**config.mk**
```make
export PLATFORM = sky130hd
export DESIGN_NAME = analog_trim_register_bank
export DESIGN_NICKNAME = d
export VERILOG_FILES = /design/src/rtl/trim_pkg.sv /design/src/rtl/analog_trim_register_bank.sv /design/src/rtl/trim_byte_reg.sv /design/src/rtl/trim_code_gate.sv
export SDC_FILE = /design/constraint.sdc
export NUM_CORES = 1
export LEC_CHECK = 0
export CORE_MARGIN = 1
export CORE_UTILIZATION = 62
export CTS_CLUSTER_SIZE = 14
export DETAILED_ROUTE_END_ITERATION = 6
export DONT_BUFFER_PORTS = 1
export PLACE_DENSITY = 0.76
export RECOVER_POWER = 50
export SKIP_CTS_REPAIR_TIMING = 1
export SKIP_LAST_GASP = 1
export SLEW_MARGIN = 20
export SYNTH_ARGS = -nofsm -noshare
export SYNTH_HDL_FRONTEND = slang
export SYNTH_SLANG_ARGS = --single-unit
export TNS_END_PERCENT = 5
```
**constraint.sdc**
```tcl
create_clock -name mclk -period 2.1 [get_ports mclk]
set_input_delay 0.525 -clock mclk [delete_from_list [all_inputs] [get_ports mclk]]
set_output_delay 0.525 -clock mclk [all_outputs]
set_load 0.005 [all_outputs]
```
**src/rtl/trim_pkg.sv**
```systemverilog
// trim register bank constants: addresses, field layout, reset values
// assumes a byte-wide register port on the die-to-die bus clock
package trim_pkg;
    localparam int          ADDR_W         = 10;
    localparam int          DATA_W         = 8;
    localparam int          CODE_W         = 3;
    localparam int          NUM_REGS       = 4;
    localparam logic [9:0]  BLOCK_BASE     = 10'h200;
    localparam logic [9:0]  NONBLOCK_BASE  = 10'h300;
    localparam logic [7:0]  OFS_TRIM0      = 8'hf0;
    localparam logic [7:0]  OFS_TRIM1      = 8'hf1;
    localparam logic [7:0]  OFS_TRIM2      = 8'hf2;
    localparam logic [7:0]  OFS_TRIM3      = 8'hf3;
    localparam logic [7:0]  RST_TRIM       = 8'h00;
    localparam logic [7:0]  MASK_FULL      = 8'hff;
    localparam logic [7:0]  MASK_TRIM2     = 8'h1f;
    localparam logic [7:0]  RD_IDLE        = 8'h00;
    localparam logic [2:0]  SLEEP_DEFAULT  = 3'h0;
    // trim0 fields
    localparam int          LIN_EN_BIT     = 7;
    localparam int          LIN_ADJ_BIT    = 6;
    localparam int          WD_EN_BIT      = 5;
    localparam int          WD_LSB         = 0;
    // trim1 fields
    localparam int          BG_EN_BIT      = 7;
    localparam int          BG_UP_BIT      = 5;
    localparam int          BG_DN_BIT      = 4;
    localparam int          IREF_EN_BIT    = 3;
    localparam int          IREF_LSB       = 0;
    // trim2 fields
    localparam int          SLP_EN_BIT     = 4;
    localparam int          SLP_LOCK_BIT   = 3;
    localparam int          SLP_LSB        = 0;
    // trim3 fields
    localparam int          ADC_EN_BIT     = 7;
    localparam int          ADC_LSB        = 4;

    // {hit, index}; both bus windows land on the same four registers
    function automatic logic [2:0] trim_decode(input logic [9:0] addr);
        logic [9:0] base;
        logic [7:0] ofs;
        base = {addr[9:8], 8'h00};
        ofs  = addr[7:0];
        trim_decode = 3'h0;
        if ((base == BLOCK_BASE || base == NONBLOCK_BASE) &&
            ofs >= OFS_TRIM0 && ofs <= OFS_TRIM3) begin
            trim_decode = {1'b1, ofs[1:0]};
        end
    endfunction : trim_decode
endpackage : trim_pkg
```
**src/rtl/analog_trim_register_bank.sv**
```systemverilog
// analog die trim register bank: four byte registers and gated trim codes
// assumes a same-clock master on a plain strobe port, no wait states
`timescale 1ns/10ps

// Functional notes
// - contents held in low power; reset restores defaults
// - registers at 0xf0-0xf3 in both windows
// - code, enable, lock in one write; then frozen
// - trim0 bit7 enables lin slope bit6
// - trim0 bit5 enables watchdog code bits 2-0
// - trim1 bit7 enables bandgap up/down slope
// - trim1 bit3 enables current reference code
// - trim0 and trim1 full read/write, reset zero
// - trim2 bit4 enable, bit3 lock, code 2-0
// - trim3 bit7 enables adc offset code 6-4
module analog_trim_register_bank
    import trim_pkg::*;
(
    input  wire logic              mclk,
    input  wire logic              rst_n,
    input  wire logic              ce,
    input  wire logic [ADDR_W-1:0] addr,
    input  wire logic [DATA_W-1:0] wr_data,
    input  wire logic              wr_stb,
    input  wire logic              rd_stb,
    output logic      [DATA_W-1:0] rd_data,
    input  wire logic              low_power_mode,
    output logic                   lin_slope_adjust,
    output logic      [CODE_W-1:0] wdog_clk_trim_code,
    output logic                   bandgap_slope_up,
    output logic                   bandgap_slope_down,
    output logic      [CODE_W-1:0] current_ref_trim_code,
    output logic      [CODE_W-1:0] sleep_ref_trim_code,
    output logic                   sleep_ref_trim_lock,
    output logic      [CODE_W-1:0] adc_offset_trim_code
);
    logic [2:0]        dec;
    logic              hit;
    logic [1:0]        idx;
    logic [7:0]        regs [NUM_REGS];
    logic [NUM_REGS-1:0] wr_en;
    logic [7:0]        rd_data_r;
    logic [7:0]        trim0_q;
    logic [7:0]        trim1_q;
    logic [7:0]        trim2_q;
    logic [7:0]        trim3_q;
    logic              lock;
    logic [1:0]        bg_code;
    logic [1:0]        bg_out;

    assign dec = trim_decode(addr);
    assign hit = dec[2];
    assign idx = dec[1:0];

    assign trim0_q = regs[0];
    assign trim1_q = regs[1];
    assign trim2_q = regs[2];
    assign trim3_q = regs[3];
    assign lock    = trim2_q[SLP_LOCK_BIT];

    always_comb begin
        for (int i = 0; i < NUM_REGS; i++) begin
            wr_en[i] = wr_stb && hit && (idx == 2'(i)) && !low_power_mode;
        end
        if (lock) begin
            wr_en[2] = 1'b0;
        end
    end

    for (genvar g = 0; g < NUM_REGS; g++) begin : g_reg
        localparam logic [7:0] MASK = (g == 2) ? MASK_TRIM2 : MASK_FULL;
        trim_byte_reg #(
            .WRITE_MASK (MASK),
            .RESET_VAL  (RST_TRIM)
        ) u_reg (
            .mclk    (mclk),
            .rst_n   (rst_n),
            .ce      (ce),
            .wr_en   (wr_en[g]),
            .wr_data (wr_data),
            .q       (regs[g])
        );
    end

    // read data one cycle after the strobe, zero on other cycles with ce high; held while ce is low
    always_ff @(posedge mclk) begin
        if (!rst_n) begin
            rd_data_r <= RD_IDLE;
        end else if (ce) begin
            if (rd_stb && hit) begin
                rd_data_r <= regs[idx];
            end else begin
                rd_data_r <= RD_IDLE;
            end
        end
    end

    assign rd_data = rd_data_r;

    trim_code_gate #(
        .W        (1),
        .IDLE_VAL (1'b0)
    ) u_lin (
        .mclk     (mclk),
        .rst_n    (rst_n),
        .ce       (ce),
        .en       (trim0_q[LIN_EN_BIT]),
        .code     (trim0_q[LIN_ADJ_BIT]),
        .trim_out (lin_slope_adjust)
    );

    trim_code_gate #(
        .W        (CODE_W),
        .IDLE_VAL (3'h0)
    ) u_wdog (
        .mclk     (mclk),
        .rst_n    (rst_n),
        .ce       (ce),
        .en       (trim0_q[WD_EN_BIT]),
        .code     (trim0_q[WD_LSB +: CODE_W]),
        .trim_out (wdog_clk_trim_code)
    );

    // up and down together cancel, so the slope stays default
    assign bg_code = (trim1_q[BG_UP_BIT] && trim1_q[BG_DN_BIT]) ? 2'b00
                   : {trim1_q[BG_UP_BIT], trim1_q[BG_DN_BIT]};

    trim_code_gate #(
        .W        (2),
        .IDLE_VAL (2'b00)
    ) u_bg (
        .mclk     (mclk),
        .rst_n    (rst_n),
        .ce       (ce),
        .en       (trim1_q[BG_EN_BIT]),
        .code     (bg_code),
        .trim_out (bg_out)
    );

    assign bandgap_slope_up   = bg_out[1];
    assign bandgap_slope_down = bg_out[0];

    trim_code_gate #(
        .W        (CODE_W),
        .IDLE_VAL (3'h0)
    ) u_iref (
        .mclk     (mclk),
        .rst_n    (rst_n),
        .ce       (ce),
        .en       (trim1_q[IREF_EN_BIT]),
        .code     (trim1_q[IREF_LSB +: CODE_W]),
        .trim_out (current_ref_trim_code)
    );

    // sleep reference; idle code is the default step
    // disabled trim falls back to default
    trim_code_gate #(
        .W        (CODE_W),
        .IDLE_VAL (SLEEP_DEFAULT)
    ) u_sleep (
        .mclk     (mclk),
        .rst_n    (rst_n),
        .ce       (ce),
        .en       (trim2_q[SLP_EN_BIT]),
        .code     (trim2_q[SLP_LSB +: CODE_W]),
        .trim_out (sleep_ref_trim_code)
    );

    trim_code_gate #(
        .W        (CODE_W),
        .IDLE_VAL (3'h0)
    ) u_adc (
        .mclk     (mclk),
        .rst_n    (rst_n),
        .ce       (ce),
        .en       (trim3_q[ADC_EN_BIT]),
        .code     (trim3_q[ADC_LSB +: CODE_W]),
        .trim_out (adc_offset_trim_code)
    );

    // lock straight from storage so software sees it at once
    assign sleep_ref_trim_lock = lock;

    // checks, all on mclk; all but p_lock_reset with reset as the disable
    property p_rst_defaults;
        @(posedge mclk) disable iff (!rst_n)
        $rose(rst_n) |-> (trim0_q == RST_TRIM) && (trim1_q == RST_TRIM)
                      && (trim2_q == RST_TRIM) && (trim3_q == RST_TRIM);
    endproperty
    a_rst_defaults: assert property (p_rst_defaults)
        else $error("trim registers not at default after reset");

    property p_lp_hold;
        @(posedge mclk) disable iff (!rst_n)
        rst_n && low_power_mode |=> $stable({trim0_q, trim1_q, trim2_q, trim3_q});
    endproperty
    a_lp_hold: assert property (p_lp_hold)
        else $error("trim register changed in low power");

    property p_win_read;
        @(posedge mclk) disable iff (!rst_n)
        ce && rst_n && rd_stb && (addr == (NONBLOCK_BASE | 10'(OFS_TRIM1)))
        |=> rd_data == $past(trim1_q)
            ##1 (rd_data == RD_IDLE || $past(rd_stb) || !$past(ce));
    endproperty
    a_win_read: assert property (p_win_read)
        else $error("non-blocking window read wrong");

    property p_unmapped_read;
        @(posedge mclk) disable iff (!rst_n)
        ce && rd_stb && !hit |=> rd_data == RD_IDLE;
    endproperty
    a_unmapped_read: assert property (p_unmapped_read)
        else $error("unmapped read not zero");

    property p_lock_apply;
        @(posedge mclk) disable iff (!rst_n)
        ce && rst_n && wr_stb && !lock && !low_power_mode
        && (addr == (BLOCK_BASE | 10'(OFS_TRIM2)))
        && wr_data[SLP_EN_BIT] && wr_data[SLP_LOCK_BIT]
        |=> lock && trim2_q[SLP_LSB +: CODE_W] == $past(wr_data[2:0])
            ##1 (!ce || sleep_ref_trim_code == $past(trim2_q[2:0]));
    endproperty
    a_lock_apply: assert property (p_lock_apply)
        else $error("sleep trim not applied and locked");

    property p_lock_freeze;
        @(posedge mclk) disable iff (!rst_n)
        lock && rst_n |=> lock && $stable(trim2_q);
    endproperty
    a_lock_freeze: assert property (p_lock_freeze)
        else $error("locked sleep trim changed");

    property p_lin_gate;
        @(posedge mclk) disable iff (!rst_n)
        ce && rst_n |=> lin_slope_adjust
               == ($past(trim0_q[LIN_EN_BIT]) && $past(trim0_q[LIN_ADJ_BIT]));
    endproperty
    a_lin_gate: assert property (p_lin_gate)
        else $error("lin slope output wrong");

    property p_wdog_gate;
        @(posedge mclk) disable iff (!rst_n)
        ce && rst_n |=> wdog_clk_trim_code
               == ($past(trim0_q[WD_EN_BIT]) ? $past(trim0_q[2:0]) : 3'h0);
    endproperty
    a_wdog_gate: assert property (p_wdog_gate)
        else $error("watchdog trim output wrong");

    property p_bg_gate;
        @(posedge mclk) disable iff (!rst_n)
        ce && !trim1_q[BG_EN_BIT] |=> !bandgap_slope_up && !bandgap_slope_down;
    endproperty
    a_bg_gate: assert property (p_bg_gate)
        else $error("bandgap slope active while disabled");

    property p_bg_up;
        @(posedge mclk) disable iff (!rst_n)
        ce && rst_n && trim1_q[BG_EN_BIT] && trim1_q[BG_UP_BIT] && !trim1_q[BG_DN_BIT]
        |=> bandgap_slope_up && !bandgap_slope_down;
    endproperty
    a_bg_up: assert property (p_bg_up)
        else $error("bandgap slope up not passed");

    property p_iref_gate;
        @(posedge mclk) disable iff (!rst_n)
        ce && rst_n |=> current_ref_trim_code
               == ($past(trim1_q[IREF_EN_BIT]) ? $past(trim1_q[2:0]) : 3'h0);
    endproperty
    a_iref_gate: assert property (p_iref_gate)
        else $error("current reference trim output wrong");

    property p_full_write;
        @(posedge mclk) disable iff (!rst_n)
        ce && rst_n && wr_stb && !low_power_mode
        && (addr == (BLOCK_BASE | 10'(OFS_TRIM1)))
        |=> trim1_q == $past(wr_data);
    endproperty
    a_full_write: assert property (p_full_write)
        else $error("trim1 write not stored in full");

    property p_trim2_upper;
        @(posedge mclk) disable iff (!rst_n)
        trim2_q[7:5] == 3'h0;
    endproperty
    a_trim2_upper: assert property (p_trim2_upper)
        else $error("trim2 upper bits not zero");

    property p_sleep_gate;
        @(posedge mclk) disable iff (!rst_n)
        ce && !trim2_q[SLP_EN_BIT] |=> sleep_ref_trim_code == SLEEP_DEFAULT;
    endproperty
    a_sleep_gate: assert property (p_sleep_gate)
        else $error("sleep trim passed while disabled");

    property p_adc_gate;
        @(posedge mclk) disable iff (!rst_n)
        ce && rst_n |=> adc_offset_trim_code
               == ($past(trim3_q[ADC_EN_BIT]) ? $past(trim3_q[6:4]) : 3'h0);
    endproperty
    a_adc_gate: assert property (p_adc_gate)
        else $error("adc offset trim output wrong");

    property p_ce_freeze;
        @(posedge mclk) disable iff (!rst_n)
        !ce && rst_n |=> $stable({trim0_q, trim1_q, trim2_q, trim3_q, rd_data});
    endproperty
    a_ce_freeze: assert property (p_ce_freeze)
        else $error("state changed with clock enable low");

    // reset edge must clear the lock even with ce low
    property p_lock_reset;
        @(posedge mclk)
        !rst_n |=> !lock && (trim2_q == RST_TRIM);
    endproperty
    a_lock_reset: assert property (p_lock_reset)
        else $error("sleep trim lock not cleared by reset");

    property p_full_write0;
        @(posedge mclk) disable iff (!rst_n)
        ce && rst_n && wr_stb && !low_power_mode
        && (addr == (BLOCK_BASE | 10'(OFS_TRIM0)))
        |=> trim0_q == $past(wr_data);
    endproperty
    a_full_write0: assert property (p_full_write0)
        else $error("trim0 write not stored in full");

    property p_rd_idle;
        @(posedge mclk) disable iff (!rst_n)
        ce && rst_n && !rd_stb |=> rd_data == RD_IDLE;
    endproperty
    a_rd_idle: assert property (p_rd_idle)
        else $error("read data not idle outside a read");
endmodule : analog_trim_register_bank

```
**src/rtl/trim_byte_reg.sv**
```systemverilog
// one byte of trim storage with a per-bit write mask
// assumes write enable already qualified by address and lock
`timescale 1ns/10ps
module trim_byte_reg
    import trim_pkg::*;
#(
    parameter logic [7:0] WRITE_MASK = MASK_FULL,
    parameter logic [7:0] RESET_VAL  = RST_TRIM
) (
    input  wire logic       mclk,
    input  wire logic       rst_n,
    input  wire logic       ce,
    input  wire logic       wr_en,
    input  wire logic [7:0] wr_data,
    output logic      [7:0] q
);
    logic [7:0] q_r;

    // masked bits stay at their reset value, read back as zero
    always_ff @(posedge mclk) begin
        if (!rst_n) begin
            q_r <= RESET_VAL;
        end else if (ce && wr_en) begin
            q_r <= (q_r & ~WRITE_MASK) | (wr_data & WRITE_MASK);
        end
    end

    assign q = q_r;
endmodule : trim_byte_reg

```
**src/rtl/trim_code_gate.sv**
```systemverilog
// registered trim code, forced to the untrimmed value while disabled
// assumes enable and code come from the same clock domain
`timescale 1ns/10ps
module trim_code_gate
    import trim_pkg::*;
#(
    parameter int           W        = CODE_W,
    parameter logic [W-1:0] IDLE_VAL = '0
) (
    input  wire logic         mclk,
    input  wire logic         rst_n,
    input  wire logic         ce,
    input  wire logic         en,
    input  wire logic [W-1:0] code,
    output logic      [W-1:0] trim_out
);
    logic [W-1:0] out_r;

    always_ff @(posedge mclk) begin
        if (!rst_n) begin
            out_r <= IDLE_VAL;
        end else if (ce) begin
            out_r <= en ? code : IDLE_VAL;
        end
    end

    assign trim_out = out_r;
endmodule : trim_code_gate

```
==> impl_metrics.env <==
export IMPL_outcome="complete, no violations"
export IMPL_numCtsBuffers=5
export IMPL_start_util_pct=65.4
export IMPL_finalCriticalPeriod_ps=1530
export IMPL_clockBufferDepth=2
export IMPL_syn_inst=211
export IMPL_setup_viol=0
export IMPL_cp_cell_sequence="or3b_2 -> nor4_4 -> mux2i_1"
export IMPL_core_sq_um=3390
export IMPL_synth_edf_count=0
export IMPL_wl_per_cell_um=17.2
export IMPL_port_buffers=0
export IMPL_grt_usage_pct=25.3
export IMPL_clock_sinks=52
export IMPL_synth_area_leader_cell="dfxtp_1"
export IMPL_fin_nets=233
export IMPL_ys_async_sr_fraction_pct=0
export IMPL_die_w_um=61.8
export IMPL_via_per_inst=6.00
export IMPL_rsz0062_at_grt="no"
export IMPL_ys_seq_area_share_pct=47.0
export IMPL_synth_most_common_cell="dfxtp_1"
export IMPL_antenna_found_initial=0
export IMPL_synth_main_ff_cell="dfxtp_1"
export IMPL_die_height_um=61.8
export IMPL_skew_ps=10.6
export IMPL_stdcell_area_sq_um=2330
export IMPL_grt_ovfl_total=0
export IMPL_cp_max_fo=4
export IMPL_cts_root_buffer="clkbuf_4"
export IMPL_path_buf_inv=0
export IMPL_layout_drive_gt1_share_pct=11.9
export IMPL_max_slew_worst_pin_slew_ps=536
export IMPL_multiInputGateArea_sq_um=1120
export IMPL_synth_top_area_share_pct=47.0
export IMPL_regArea_sq_um=1040
export IMPL_slew_headroom_pct=64.2
export IMPL_startpoint_type="flip-flop"
export IMPL_n_fill_cell=261
export IMPL_hp_class="in2reg"
export IMPL_via_count=1537
export IMPL_critical_path_slowest_cell="or3b_2"
export IMPL_synth_distinct_cells=24
export IMPL_path_class="reg2reg"
export IMPL_syn_nets=235
export IMPL_r2r_cells=3
export IMPL_n_antenna_cell=0
export IMPL_htreeDepth=2
export IMPL_crit_path_max_incr_delay_ps=500
export IMPL_routabilityCongestion=0.749
export IMPL_required_ps=2430
export IMPL_cts_tree="yes"
export IMPL_arrival_ps=1850
export IMPL_synth_warnings=0
export IMPL_area_growth_pct=5.25
export IMPL_p_leak_nw=0.751
export IMPL_path_clk_slew_ps=150
export IMPL_maxCapViolCount=0
export IMPL_crit_cells=3
export IMPL_irDropWorstVdd_v=0.000518
export IMPL_fmax_mhz=655
export IMPL_rows=21
export IMPL_grt_pass1_vias=1422
export IMPL_drtIter0Drc=103
export IMPL_dp_hpwl_mm=3.02
export IMPL_ant_nets=0
export IMPL_ys_ff_latch=52
export IMPL_p_per_area_nw_per_um2=687
export IMPL_whs_ps=259
export IMPL_syn_cell_area_sq_um=2220
export IMPL_dr_pass1_iters=4
export IMPL_critPathCaptureType="flip-flop"
export IMPL_p_total_w=0.00160
export IMPL_drc=0
export IMPL_clkLatencyLatePin_ps=390
export IMPL_syn_area_per_cell_sq_um=10.5
export IMPL_drt_total_wl_mm=4.39
export IMPL_setup_tns_ps=0
export IMPL_min_path_cells=1
export IMPL_dpl_cell_area_sq_um=2260
export IMPL_grt_pass1_wl_mm=6.73
export IMPL_final_period_utilization_pct=72.7
export IMPL_grt_max_degree=55
export IMPL_slew_viol_final=0
export IMPL_ys_top_cells_by_area="dfxtp_1 (47%), mux2i_1 (13%), nand2_1 (6.4%)"
export IMPL_synth_common_cells="dfxtp_1 (52), nand2_1 (38), mux2i_1 (28)"
export IMPL_ios=48
export IMPL_die_area_sq_um=3820
export IMPL_path_delay_family="simple AND/OR/NAND/NOR gates"
export IMPL_hold_viol=0
[flip-flops by register name (all words and copies together) (netlist names)]
signal	flops
u_adc.trim_out	3
u_iref.trim_out	3
u_lin.trim_out	1
u_bg.trim_out	2
u_sleep.trim_out	3
u_wdog.trim_out	3
g.u_reg.q	29
rd_data	8
[final timing paths]
check / slack (ps) / from / end
min reg2reg: 480 / g_reg[3].u_reg.q[3]$_SDFFE_PN0P_ / g_reg[3].u_reg.q[3]$_SDFFE_PN0P_
min: 260 / rst_n / g_reg[2].u_reg.q[3]$_SDFFE_PN0P_
max: 570 / g_reg[2].u_reg.q[3]$_SDFFE_PN0P_ / g_reg[2].u_reg.q[2]$_SDFFE_PN0P_
max reg2reg: 570 / g_reg[2].u_reg.q[3]$_SDFFE_PN0P_ / g_reg[2].u_reg.q[2]$_SDFFE_PN0P_
[placed cells by master (no fill, tap or decap)]
cell / synthesis / final
dfxtp_1: 52 / 52
nand2_1: 38 / 38
mux2i_1: 28 / 28
nand2b_1: 17 / 17
a21boi_0: 15 / 15
nand3_1: 13 / 13
a22o_1: 11 / 11
mux4_2: 5 / 5
clkbuf_4: 0 / 5
nor4_4: 3 / 3
mux2_2: 3 / 3
buf_4: 0 / 3
nand4b_1: 2 / 2
clkbuf_1: 9 / 2
nand4bb_1: 1 / 1
nand4_4: 1 / 1
or3b_2: 1 / 1
nand3b_1: 1 / 1
nor4_1: 1 / 1
o21a_1: 1 / 1
nor2_1: 1 / 1
nor4b_2: 0 / 1
nor3_1: 1 / 1
nor2b_1: 1 / 1
bufinv_16: 0 / 1
clkinvlp_4: 0 / 1
clkinv_2: 0 / 1
[power by group]
part           switching, W  internal, W
Combinational     0.0000207    0.0000217
Sequential     0.0000000928     0.000987
Clock              0.000324     0.000248
Total              0.000345      0.00126
[kinds of logic (layout without fill, tap and decap cells)]
kind of cell / after synthesis / after routing / synth area share, %
simple gates: 82 / 82 / 21.4
flops: 52 / 52 / 47.0
mux: 36 / 36 / 19.3
compound gates: 27 / 27 / 9.77
buf+inv: 14 / 13 / 2.60
[metal layers]
layer / global-route usage [%] / part of all wire (%) / up-vias / wire length, um
li1: - / - / 741 / -
met1: 32.9 / 46 / 759 / 2020
met2: 40.4 / 48 / 31 / 2100
met3: 7.66 / 4.7 / 6 / 205
met4: 7.94 / 1.4 / 0 / 63
met5: 0 / 0 / - / 0
[metrics by stage]
step / setup slack, ps / utilization [%] / instances
final: 574 / 68.8 / 256
after global routing: 515 / 68.8 / 256
after CTS: 560 / 69.0 / 256
after detailed placement: 372 / 66.7 / 248
after floorplan: 364 / - / 211
after global placement: 465 / 66.7 / 248
[layout make-up]
class / instances / area share [%]
flip-flops and latches: 52 / 44.6
clock buffers: 5 / 1.61
well taps: 46 / 2.47
multi-input cells: 145 / 48.2
clock inverters: 3 / 1.82
repair buffers: 5 / 1.29
No activity file was read; power rests on OpenSTA's default activity.
